### src/logic/pmg_defines.svh
`ifndef PMG_DEFINES_SVH
`define PMG_DEFINES_SVH
// Overview of operation
// - Idle halts the CPU; clocks without a stop-in-idle bit set keep running for fast exit.
// - A peripheral with its stop-in-idle bit set is clock-halted during Idle.
// - Wait with sleep-enable bit 4 clear enters Idle.
// - Only an enabled interrupt above CPU priority wakes; otherwise stay halted.
// - Any device reset or watchdog time-out also ends Idle.
// - Sleep-enable bit changes only after the system unlock sequence.
// - Module-disable bit 1 stops that peripheral's clocks; 0 (default) enables.
// - Disabled peripheral ignores register writes; its reads are invalid.
// - With the lock set, module-disable writes complete but change nothing.
// - Lock is bit 11 of disable control; changing it needs the unlock sequence.
// - Disable bits: ADC, vref, detector; comparators and logic cells.
// - Disable bits: capture modules 8,9,10 in register 3; Timer1 bit 0 reg 4.
// - Disable bits: UART1/2 bits 0/1, SPI1/2 bits 8/9 in register 5.
// - Disable bits: RTC bit 0, refclk bit 8 reg 6; CRC bit 3 reg 7.
// - Standby bit 0 of power control clear puts regulator in standby in Sleep.
// - After a direct wake from Sleep with standby, execution waits until the regulator is ready.
// - Retention regulator on only in Sleep, config bit 0 and enable bit 1.
// - Retention keeps RAM, watchdog, Timer1 and RTC powered, rest off.
// - Regulator mode decoded from standby, retention enable, retention config.
// - Wait with sleep-enable set enters Sleep instead of Idle.
// - Two back-to-back key writes unlock; a later key write relocks.

// ****************************************************************
// Register offsets (byte addresses)
// ****************************************************************
`define PMG_OFS_DIS_CTRL 8'h00
`define PMG_OFS_DIS_BASE 8'h10
`define PMG_OFS_PWR_CTRL 8'h80
`define PMG_OFS_OSC_CTRL 8'h84
`define PMG_OFS_SYS_KEY 8'h88
`define PMG_OFS_STOP_IDLE 8'h8C
`define PMG_OFS_STATUS 8'h90

// ****************************************************************
// Field positions
// ****************************************************************
`define PMG_BIT_SLEEP_EN 4
`define PMG_BIT_DIS_LOCK 11
`define PMG_BIT_REG_STANDBY 0
`define PMG_BIT_RET_EN 1

// ****************************************************************
// Keys and reset values
// ****************************************************************
`define PMG_KEY_FIRST 32'hAA996655
`define PMG_KEY_SECOND 32'h556699AA
`define PMG_RST_DIS1 32'hFFEFEFFE
`define PMG_RST_DIS2 32'hFCFFFFFC
`define PMG_RST_DIS3 32'hFFFFF8FF
`define PMG_RST_DIS4 32'hFFFFFFFE
`define PMG_RST_DIS5 32'hFFFCFCFC
`define PMG_RST_DIS6 32'hFFFFFEFE
`define PMG_RST_DIS7 32'hFFFFFFF7
`define PMG_RST_PWR_CTRL 32'h00000001
`define PMG_RST_OSC_CTRL 32'h00000000
`define PMG_NUM_PERIPH 18
`endif

### src/logic/pmg_pkg.sv
package pmg_pkg;
  // Classic Wishbone request from the bus master
  typedef struct packed {
    logic cyc;
    logic stb;
    logic we;
    logic [7:0] adr;
    logic [3:0] sel;
    logic [31:0] dat;
  } pmg_wb_req_t;

  // Wake and entry events from the CPU and interrupt controller
  typedef struct packed {
    logic wait_exec;
    logic irq_valid;
    logic [2:0] irq_prio;
    logic [2:0] cpu_prio;
    logic wdt_timeout;
    logic reset_req;
  } pmg_cpu_evt_t;

  typedef enum logic [1:0] {
    PMG_REG_NORMAL,
    PMG_REG_STANDBY,
    PMG_REG_RETENTION,
    PMG_REG_STANDBY_RET
  } pmg_reg_mode_t;
endpackage

### src/logic/pmg_power_ctrl.sv
// Implementation choices: the register addresses and the Wishbone register port.
`timescale 1ns/100ps
`include "pmg_defines.svh"
module pmg_power_ctrl (
  input wire logic clk_i,
  input wire logic rst_i,
  input wire pmg_pkg::pmg_wb_req_t wb_i,
  output logic [31:0] wb_dat_o,
  output logic wb_ack_o,
  input wire pmg_pkg::pmg_cpu_evt_t cpu_evt_i,
  input wire logic retention_config_bit_i,
  input wire logic vreg_ready_i,
  output logic cpu_halt_o,
  output logic idle_o,
  output logic sleep_o,
  output logic [`PMG_NUM_PERIPH-1:0] periph_clk_en_o,
  output logic [`PMG_NUM_PERIPH-1:0] periph_access_en_o,
  output logic regulator_standby_o,
  output logic retention_reg_en_o,
  output logic core_logic_power_o,
  output logic retained_power_o
);
  import pmg_pkg::*;

  // ****************************************************************
  // Types and helpers
  // ****************************************************************
  typedef enum logic [1:0] {
    PMG_RUN,
    PMG_IDLE,
    PMG_SLEEP,
    PMG_REG_WAKE
  } pmg_state_t;

  typedef enum logic [1:0] {
    PMG_KEY_LOCKED,
    PMG_KEY_HALF,
    PMG_KEY_OPEN
  } pmg_key_t;

  // Byte-lane merge of a write into an old value
  function automatic logic [31:0] pmg_merge(
    input logic [31:0] old_v,
    input logic [31:0] new_v,
    input logic [3:0] sel
  );
    logic [31:0] res;
    res = old_v;
    for (int b = 0; b < 4; b++) begin
      if (sel[b]) begin
        res[b*8 +: 8] = new_v[b*8 +: 8];
      end
    end
    return res;
  endfunction

  // Reset image of each disable register; its zero bits are the storage bits
  function automatic logic [31:0] pmg_dis_rst(input logic [2:0] idx);
    logic [31:0] res;
    res = 32'hFFFFFFFF;
    case (idx)
      3'h1: res = `PMG_RST_DIS1;
      3'h2: res = `PMG_RST_DIS2;
      3'h3: res = `PMG_RST_DIS3;
      3'h4: res = `PMG_RST_DIS4;
      3'h5: res = `PMG_RST_DIS5;
      3'h6: res = `PMG_RST_DIS6;
      3'h7: res = `PMG_RST_DIS7;
      default: res = 32'hFFFFFFFF;
    endcase
    return res;
  endfunction

  // ****************************************************************
  // State
  // ****************************************************************
  pmg_state_t state;
  pmg_state_t next_state;
  pmg_key_t key_state;
  pmg_key_t next_key_state;
  logic [31:0] dis_reg [1:7];
  logic dis_lock;
  logic sleep_enable_bit;
  logic regulator_standby_bit;
  logic retention_enable_bit;
  logic [`PMG_NUM_PERIPH-1:0] stop_in_idle_bit;
  logic retention_config_bit;
  logic cfg_loaded;
  logic standby_used;
  logic vreg_meta;
  logic vreg_sync;
  logic ack;
  logic [31:0] rdata;
  pmg_reg_mode_t reg_mode;

  // ****************************************************************
  // Bus decode
  // ****************************************************************
  wire req = wb_i.cyc & wb_i.stb;
  wire commit = req & ack;
  wire wr = commit & wb_i.we;
  wire hit_dis_ctrl = wb_i.adr == `PMG_OFS_DIS_CTRL;
  wire hit_pwr = wb_i.adr == `PMG_OFS_PWR_CTRL;
  wire hit_osc = wb_i.adr == `PMG_OFS_OSC_CTRL;
  wire hit_key = wb_i.adr == `PMG_OFS_SYS_KEY;
  wire hit_stop_in_idle_bit = wb_i.adr == `PMG_OFS_STOP_IDLE;
  wire hit_stat = wb_i.adr == `PMG_OFS_STATUS;
  wire [7:0] dis_ofs = wb_i.adr - `PMG_OFS_DIS_BASE;
  wire [2:0] dis_idx = dis_ofs[6:4] + 3'h1;
  wire hit_dis = (wb_i.adr >= `PMG_OFS_DIS_BASE) && (dis_ofs[3:0] == 4'h0)
    && (dis_ofs[7:4] < 4'h7);
  wire unlocked = key_state == PMG_KEY_OPEN;
  wire [31:0] wr_merged_key = pmg_merge(32'h00000000, wb_i.dat, wb_i.sel);

  // ****************************************************************
  // Unlock sequence
  // ****************************************************************
  // Once open, only a write to the key register moves the key state, so a protected
  // write may follow the keys and stays unlocked until the next key write
  always_comb begin
    next_key_state = key_state;
    if (wr && hit_key) begin
      case (key_state)
        PMG_KEY_LOCKED: begin
          if (wr_merged_key == `PMG_KEY_FIRST) begin
            next_key_state = PMG_KEY_HALF;
          end
        end
        PMG_KEY_HALF: begin
          if (wr_merged_key == `PMG_KEY_SECOND) begin
            next_key_state = PMG_KEY_OPEN;
          end else begin
            next_key_state = PMG_KEY_LOCKED;
          end
        end
        default: next_key_state = PMG_KEY_LOCKED;
      endcase
    end else if (wr && key_state == PMG_KEY_HALF) begin
      // Keys must be back-to-back writes; any other write between them relocks, a read does not
      next_key_state = PMG_KEY_LOCKED;
    end
  end

  always_ff @(posedge clk_i) begin
    if (rst_i) begin
      key_state <= PMG_KEY_LOCKED;
    end else begin
      key_state <= next_key_state;
    end
  end

  // ****************************************************************
  // Wishbone slave: one wait state, ack for one cycle
  // ****************************************************************
  always_ff @(posedge clk_i) begin
    if (rst_i) begin
      ack <= 1'b0;
    end else begin
      ack <= req & ~ack;
    end
  end

  // Read mux; unmapped addresses read zero
  logic [31:0] rd_mux;
  always_comb begin
    rd_mux = 32'h00000000;
    if (hit_dis_ctrl) begin
      rd_mux[`PMG_BIT_DIS_LOCK] = dis_lock;
    end else if (hit_dis) begin
      rd_mux = dis_reg[dis_idx] | pmg_dis_rst(dis_idx);
    end else if (hit_pwr) begin
      rd_mux[`PMG_BIT_REG_STANDBY] = regulator_standby_bit;
      rd_mux[`PMG_BIT_RET_EN] = retention_enable_bit;
    end else if (hit_osc) begin
      rd_mux[`PMG_BIT_SLEEP_EN] = sleep_enable_bit;
    end else if (hit_stop_in_idle_bit) begin
      rd_mux[`PMG_NUM_PERIPH-1:0] = stop_in_idle_bit;
    end else if (hit_stat) begin
      rd_mux[1:0] = state;
      rd_mux[3:2] = reg_mode;
      rd_mux[4] = unlocked;
      rd_mux[5] = retention_config_bit;
      rd_mux[6] = vreg_sync;
    end
  end

  always_ff @(posedge clk_i) begin
    if (rst_i) begin
      rdata <= 32'h00000000;
    end else if (req && !ack && !wb_i.we) begin
      rdata <= rd_mux;
    end
  end

  assign wb_dat_o = rdata;
  assign wb_ack_o = ack;

  // ****************************************************************
  // Protected control bits
  // ****************************************************************
  wire [31:0] osc_new = pmg_merge({27'h0, sleep_enable_bit, 4'h0}, wb_i.dat, wb_i.sel);
  wire [31:0] ctl_new = pmg_merge({20'h0, dis_lock, 11'h0}, wb_i.dat, wb_i.sel);

  always_ff @(posedge clk_i) begin
    if (rst_i) begin
      sleep_enable_bit <= 1'b0;
      dis_lock <= 1'b0;
    end else begin
      if (wr && hit_osc && unlocked) begin
        sleep_enable_bit <= osc_new[`PMG_BIT_SLEEP_EN];
      end
      if (wr && hit_dis_ctrl && unlocked) begin
        dis_lock <= ctl_new[`PMG_BIT_DIS_LOCK];
      end
    end
  end

  // ****************************************************************
  // Module-disable registers
  // ****************************************************************
  // Locked writes still get their ack; only the store is suppressed
  always_ff @(posedge clk_i) begin
    if (rst_i) begin
      for (int i = 1; i <= 7; i++) begin
        dis_reg[i] <= 32'h00000000;
      end
    end else if (wr && hit_dis && !dis_lock) begin
      dis_reg[dis_idx] <= pmg_merge(dis_reg[dis_idx], wb_i.dat, wb_i.sel)
        & ~pmg_dis_rst(dis_idx);
    end
  end

  // Gather the disable bits into one peripheral vector
  logic [`PMG_NUM_PERIPH-1:0] periph_dis;
  assign periph_dis[0] = dis_reg[1][0]; // ADC
  assign periph_dis[1] = dis_reg[1][12]; // Voltage reference
  assign periph_dis[2] = dis_reg[1][20]; // Voltage detector
  assign periph_dis[3] = dis_reg[2][0]; // Comparator 1
  assign periph_dis[4] = dis_reg[2][1]; // Comparator 2
  assign periph_dis[5] = dis_reg[2][24]; // Logic cell 1
  assign periph_dis[6] = dis_reg[2][25]; // Logic cell 2
  assign periph_dis[7] = dis_reg[3][8]; // Multi-output capture
  assign periph_dis[8] = dis_reg[3][9]; // Single capture 2
  assign periph_dis[9] = dis_reg[3][10]; // Single capture 3
  assign periph_dis[10] = dis_reg[4][0]; // Timer1
  assign periph_dis[11] = dis_reg[5][0]; // UART1
  assign periph_dis[12] = dis_reg[5][1]; // UART2
  assign periph_dis[13] = dis_reg[5][8]; // SPI1
  assign periph_dis[14] = dis_reg[5][9]; // SPI2
  assign periph_dis[15] = dis_reg[6][0]; // RTC
  assign periph_dis[16] = dis_reg[6][8]; // Reference clock out
  assign periph_dis[17] = dis_reg[7][3]; // CRC

  // ****************************************************************
  // Unprotected control: power control and stop-in-idle bits
  // ****************************************************************
  wire [31:0] pwr_new = pmg_merge({30'h0, retention_enable_bit, regulator_standby_bit},
    wb_i.dat, wb_i.sel);
  wire [31:0] stop_in_idle_bit_new = pmg_merge({14'h0, stop_in_idle_bit}, wb_i.dat, wb_i.sel);

  always_ff @(posedge clk_i) begin
    if (rst_i) begin
      regulator_standby_bit <= 1'(`PMG_RST_PWR_CTRL);
      retention_enable_bit <= 1'b0;
      stop_in_idle_bit <= '0;
    end else begin
      if (wr && hit_pwr) begin
        regulator_standby_bit <= pwr_new[`PMG_BIT_REG_STANDBY];
        retention_enable_bit <= pwr_new[`PMG_BIT_RET_EN];
      end
      if (wr && hit_stop_in_idle_bit) begin
        stop_in_idle_bit <= stop_in_idle_bit_new[`PMG_NUM_PERIPH-1:0];
      end
    end
  end

  // ****************************************************************
  // Configuration word capture and regulator ready synchroniser
  // ****************************************************************
  // The config bit is caught once after reset release, like a strap
  always_ff @(posedge clk_i) begin
    if (rst_i) begin
      cfg_loaded <= 1'b0;
      retention_config_bit <= 1'b1;
    end else if (!cfg_loaded) begin
      cfg_loaded <= 1'b1;
      retention_config_bit <= retention_config_bit_i;
    end
  end

  always_ff @(posedge clk_i) begin
    if (rst_i) begin
      vreg_meta <= 1'b0;
      vreg_sync <= 1'b0;
    end else begin
      vreg_meta <= vreg_ready_i;
      vreg_sync <= vreg_meta;
    end
  end

  // ****************************************************************
  // Regulator mode decode
  // ****************************************************************
  wire use_standby = ~regulator_standby_bit;
  wire use_retention = retention_enable_bit & ~retention_config_bit;
  assign reg_mode = !use_retention ? (use_standby ? PMG_REG_STANDBY : PMG_REG_NORMAL)
    : (use_standby ? PMG_REG_STANDBY_RET : PMG_REG_RETENTION);

  // ****************************************************************
  // Power mode state machine
  // ****************************************************************
  wire irq_wake = cpu_evt_i.irq_valid && (cpu_evt_i.irq_prio > cpu_evt_i.cpu_prio);
  wire force_wake = cpu_evt_i.reset_req | cpu_evt_i.wdt_timeout;

  always_comb begin
    next_state = state;
    case (state)
      PMG_RUN: begin
        if (cpu_evt_i.wait_exec) begin
          next_state = sleep_enable_bit ? PMG_SLEEP : PMG_IDLE;
        end
      end
      PMG_IDLE: begin
        if (irq_wake || force_wake) begin
          next_state = PMG_RUN;
        end
      end
      PMG_SLEEP: begin
        if (irq_wake || force_wake) begin
          next_state = standby_used ? PMG_REG_WAKE : PMG_RUN;
        end else if (cpu_evt_i.irq_valid) begin
          // Low-priority interrupt restarts clocks but keeps the CPU halted
          next_state = PMG_IDLE;
        end
      end
      PMG_REG_WAKE: begin
        if (vreg_sync) begin
          next_state = PMG_RUN;
        end
      end
      default: next_state = PMG_RUN;
    endcase
  end

  // Standby choice is latched at Sleep entry so a later write cannot skip the wait
  always_ff @(posedge clk_i) begin
    if (rst_i) begin
      state <= PMG_RUN;
      standby_used <= 1'b0;
    end else begin
      state <= next_state;
      if (state == PMG_RUN && next_state == PMG_SLEEP) begin
        standby_used <= use_standby;
      end
    end
  end

  // ****************************************************************
  // Outputs
  // ****************************************************************
  wire in_idle = state == PMG_IDLE;
  wire in_sleep = state == PMG_SLEEP;
  // Timer1 and RTC run from their own low-power clock during Sleep
  wire [`PMG_NUM_PERIPH-1:0] sleep_keep = (`PMG_NUM_PERIPH'(1) << 10)
    | (`PMG_NUM_PERIPH'(1) << 15);
  wire [`PMG_NUM_PERIPH-1:0] idle_stop = in_idle ? stop_in_idle_bit : '0;
  wire [`PMG_NUM_PERIPH-1:0] sleep_stop = in_sleep ? ~sleep_keep : '0;

  assign cpu_halt_o = state != PMG_RUN;
  assign idle_o = in_idle;
  assign sleep_o = in_sleep;
  assign periph_clk_en_o = ~periph_dis & ~idle_stop & ~sleep_stop;
  assign periph_access_en_o = ~periph_dis;
  assign regulator_standby_o = in_sleep & use_standby;
  assign retention_reg_en_o = in_sleep & use_retention;
  assign core_logic_power_o = ~(in_sleep & use_retention);
  assign retained_power_o = 1'b1;
endmodule

### config.mk
export PLATFORM = sky130hd
export DESIGN_NAME = pmg_power_ctrl
export DESIGN_NICKNAME = d
export VERILOG_FILES = /design/src/logic/pmg_pkg.sv /design/src/logic/pmg_power_ctrl.sv
export VERILOG_INCLUDE_DIRS = /design/src /design/src/logic
export SDC_FILE = /design/constraint.sdc
export NUM_CORES = 1
export LEC_CHECK = 0
export BUFFER_PORTS_ARGS = -buffer_cell sky130_fd_sc_hd__buf_4
export CAP_MARGIN = 20
export CORE_ASPECT_RATIO = 1.25
export CORE_MARGIN = 8
export CORE_UTILIZATION = 55
export CTS_CLUSTER_SIZE = 30
export DETAILED_ROUTE_END_ITERATION = 7
export PLACE_DENSITY_LB_ADDON = 0.2
export REMOVE_ABC_BUFFERS = 1
export SETUP_SLACK_MARGIN = 0.5
export SYNTH_ARGS = -nofsm -noshare
export SYNTH_HDL_FRONTEND = slang
export SYNTH_SLANG_ARGS = --single-unit
### constraint.sdc
create_clock -name clk_i -period 3.37 [get_ports clk_i]
set_input_delay 0.1685 -clock clk_i [delete_from_list [all_inputs] [get_ports clk_i]]
set_output_delay 0.1685 -clock clk_i [all_outputs]
set_load 0.005 [all_outputs]
==> run summary <==
GRT
------------------------------------------------------------------------------------
Initial antenna violation count                                                    0
Residual overflow from global routing                                              0
Global-route wire length before repair                                     36,300 µm
Pin count of the biggest net entering global routing                              51
Total routing usage reported by global routing                                 27.5%
Vias in the first global route                                                 6,313

LOGIC SYNTHESIS
------------------------------------------------------------------------------------
Cell taking the most area after synthesis                               sky130_fd_sc_hd__edfxtp_1
Synthesized area per cell                                                   10.8 µm²
Share of Yosys cell area claimed by the top area cell type                     37.3%
Number of flip-flops and latches in the synthesized netlist                      146
Most common cell in the synthesized netlist                             sky130_fd_sc_hd__nor2_1
Leading register cell type out of synthesis                             sky130_fd_sc_hd__edfxtp_1
Synth Warn #                                                                       0
Post-synth ARST share                                                             0%
Syn Inst Count                                                                   684
EDFF count, synth                                                                 92
Unique masters post-synth                                                         70
Top cell types by occurrence after synthesis                            102 x sky130_fd_sc_hd__nor2_1, 92 x sky130_fd_sc_hd__edfxtp_1, 54 x sky130_fd_sc_hd__dfxtp_1
Combined area of all synthesized cells                                      7410 µm²
Sequential cell area fraction in the yosys report                              51.9%
Synth top area cells                                                    sky130_fd_sc_hd__edfxtp_1 37%, sky130_fd_sc_hd__dfxtp_1 15%, sky130_fd_sc_hd__mux4_2 5.5%, sky130_fd_sc_hd__nor2_1 5.2%, sky130_fd_sc_hd__mux2i_1 4.3%

CLOCK NETWORK
------------------------------------------------------------------------------------
Later-pin clock latency in the skew report                                   0.43 ns
Deepest clock path buffer count                                                    2
Root Buffer                                                             sky130_fd_sc_hd__clkbuf_16
Clock buffers created by TritonCTS                                                17
TritonCTS clock tree                                                           built
Clock slew seen by the registers of the worst setup and hold paths           0.06 ns
Clock sinks                                                                      146
Max H-tree Level                                                                   4

MIN PATH
------------------------------------------------------------------------------------
Min-delay worst type                                                       in -> reg
Count of cells along the worst hold path                                           3

SETUP PATH
------------------------------------------------------------------------------------
Largest fanout on the critical path                                               16
Cell mode on critical path                                              sky130_fd_sc_hd__ha_1
CP arrival                                                                   2.79 ns
Critical Path Start Type                                                  input port
Buffers & Inverters on Critical Path                                               4
Cell type of the slowest stage on the worst timing path                 sky130_fd_sc_hd__nor3_1
Critical setup path kind                                                   in -> reg
Critical Path Stages                                                              12
Worst Reg2Reg Path Length in Cells                                                 5
Cell-by-cell listing of the critical path                               buf_4 > inv_1 > ha_1 > ha_1 > inv_1 > ha_1 > buf_4 > nor2b_1 > a21oi_1 > nor3_1 > nand2_1 > nor2_1
Worst EP required                                                            3.64 ns
Slowest stage delay, CP                                                      0.39 ns
CP Capture Type                                                             register
Family with the most delay on the worst path                            simple AND/OR/NAND/NOR gates

LAYOUT
------------------------------------------------------------------------------------
Count of nets after finishing                                                    921
Layout-stage area growth over the synthesis result                             26.1%
Layout Utilization                                                             70.6%
Flip-flop count of the largest register, all copies and words added               92
Layout cells sized above 1                                                     27.3%
Number of inserted diodes                                                          0

TIMING
------------------------------------------------------------------------------------
Sum of negative setup slack                                                     0 ns
Clock period minus final worst setup slack                                   2.52 ns
Highest Clock Rate                                                         0.397 GHz
Period Utilization, post-route                                                 74.8%
Actual transition at the worst max-transition pin                           0.954 ns
Final setup viols                                                                  0
Total count of max-transition violations in the final report                       0
Final hold viol count                                                              0
Setup clock skew after layout                                             0.00822 ns
Normalized max-slew margin                                                     36.2%
Min setup slack post-route                                                  0.850 ns
Unrepaired setup endpoints after global routing                                false

ROUTE
------------------------------------------------------------------------------------
Number of remaining DRC errors                                                     0
Number of detailed-routing iterations run before antenna repair                    5
Antenna-violating nets left                                                        0
Vias                                                                           6,279
Aggregate routed wire length                                               24,000 µm
Drt first-iter violations                                                        660
Vias per cell                                                                   6.08
Wire per inst                                                                23.2 µm

FLOORPLAN
------------------------------------------------------------------------------------
Floorplan Core Area                                                       13,200 µm²
Die Y-Extent                                                                  146 µm
Row count                                                                         47
Die Footprint                                                             17,500 µm²
X dimension of the die                                                        120 µm
Initial Util                                                                   56.0%
IO Pins                                                                          137

PLACED DESIGN
------------------------------------------------------------------------------------
Weighted congestion at the end of routability-driven global placement          0.951
Place WS                                                                    0.486 ns
Half-perimeter wire length after placement                                 18,000 µm
Count of input and output buffers                                                135

PWR
------------------------------------------------------------------------------------
Maximum resistive drop on vdd                                                 555 µV
PD cells                                                                  482 nW/µm²
Leak                                                                         3.78 nW

STATUS
------------------------------------------------------------------------------------
Outcome                                                                 finished clean

RUN
------------------------------------------------------------------------------------
Max-cap check violation count                                                      0

-- path summary, 6_finish.rpt --
kind,startpoint,slack [ns],endpoint
max reg2reg,wb_ack_o,0.97,wb_dat_o[24]
min reg2reg,vreg_meta,0.45,vreg_sync
min,wb_i[15],0.01,stop_in_idle_bit[15]
max,wb_i[40],0.85,dis_reg[4][1]
-- cell families (layout without fill, tap and decap cells) --
group | after synthesis | after routing | synth area share (%)
AOI/OAI and AO/OA | 122 | 122 | 11.2
adders and majority gates | 11 | 11 | 1.86
buffers and inverters | 95 | 249 | 6.08
DFF | 146 | 146 | 51.9
muxes | 60 | 60 | 11.3
other | 2 | 26 | 0.101
and+or+nand+nor | 248 | 248 | 17.6
-- power by group --
part | switching (mW) | total (mW) | internal (mW)
Combinational | 0.286 | 0.504 | 0.218
Sequential | 0.0295 | 1.98 | 1.95
Clock | 0.773 | 2.02 | 1.25
-- placed cells by master, fill, tap and decap left out, types with 8 or more instances in the layout --
master | synthesis | routed
sky130_fd_sc_hd__a31oi_1 | 11 | 11
sky130_fd_sc_hd__buf_4 | 15 | 160
sky130_fd_sc_hd__clkbuf_16 | 0 | 17
sky130_fd_sc_hd__mux2_2 | 10 | 10
sky130_fd_sc_hd__dfxtp_1 | 54 | 54
sky130_fd_sc_hd__nand4_1 | 8 | 8
sky130_fd_sc_hd__inv_1 | 53 | 53
sky130_fd_sc_hd__nor2b_1 | 11 | 11
sky130_fd_sc_hd__conb_1 | 2 | 26
sky130_fd_sc_hd__a211oi_1 | 22 | 22
sky130_fd_sc_hd__nand3_1 | 19 | 19
sky130_fd_sc_hd__o21ai_0 | 15 | 15
sky130_fd_sc_hd__mux4_2 | 18 | 18
sky130_fd_sc_hd__nand4b_1 | 8 | 8
sky130_fd_sc_hd__and3_1 | 8 | 8
sky130_fd_sc_hd__nor3_1 | 9 | 9
sky130_fd_sc_hd__nor2_1 | 102 | 102
sky130_fd_sc_hd__edfxtp_1 | 92 | 92
sky130_fd_sc_hd__nand2_1 | 44 | 44
sky130_fd_sc_hd__ha_1 | 11 | 11
sky130_fd_sc_hd__mux2i_1 | 32 | 32
sky130_fd_sc_hd__a21oi_1 | 31 | 31
-- final cells by class --
| cell class | count | area [µm²] |
|---|---|---|
| Tap cell | 171 | 214 |
| Inverter | 53 | 199 |
| Clock buffer | 17 | 425 |
| Sequential cell | 146 | 3840 |
| Fill cell | 991 | 3890 |
| Timing Repair Buffer | 164 | 1250 |
| Clock inverter | 15 | 206 |
| Multi-Input combinational cell | 467 | 3200 |
-- timing repair --
| action | 4_1_cts | 5_1_grt |
|---|---|---|
| endpoints found under the setup margin | 0 | 0 |
| hold buffers | 3 | 0 |
| setup buffers | 0 | 0 |
| hold endpoints to repair | 3 | 0 |
| gates resized for setup | 0 | 0 |
-- metal layers --
layer  vias up  track usage, %  routed length (µm)
li1       2798               -                   -
met1      3050            31.6                8900
met2       361            46.1               11800
met3        70            6.60                1970
met4         0            14.8                1300
met5         -               0                   0
-- tightest hold or removal path: stages --
cell	delay, ns
sky130_fd_sc_hd__buf_4	0.10
sky130_fd_sc_hd__mux2i_1	0.06
sky130_fd_sc_hd__nor2_1	0.07
-- per-stage QoR --
step | hold slack [ns] | power (mW) | instances | cell area (µm²)
CTS | 0.00401 | 4.51 | 1033 | 9340
global route | 0.0134 | 4.63 | 1033 | 9340
detailed placement | 0.391 | 2.51 | 998 | 8680
finish | 0.0107 | 4.51 | 1033 | 9340
global placement | 0.377 | 2.49 | 998 | 8680
floorplan | 0.238 | 2.26 | 666 | 7240
No activity file was read; power rests on OpenSTA's default activity.
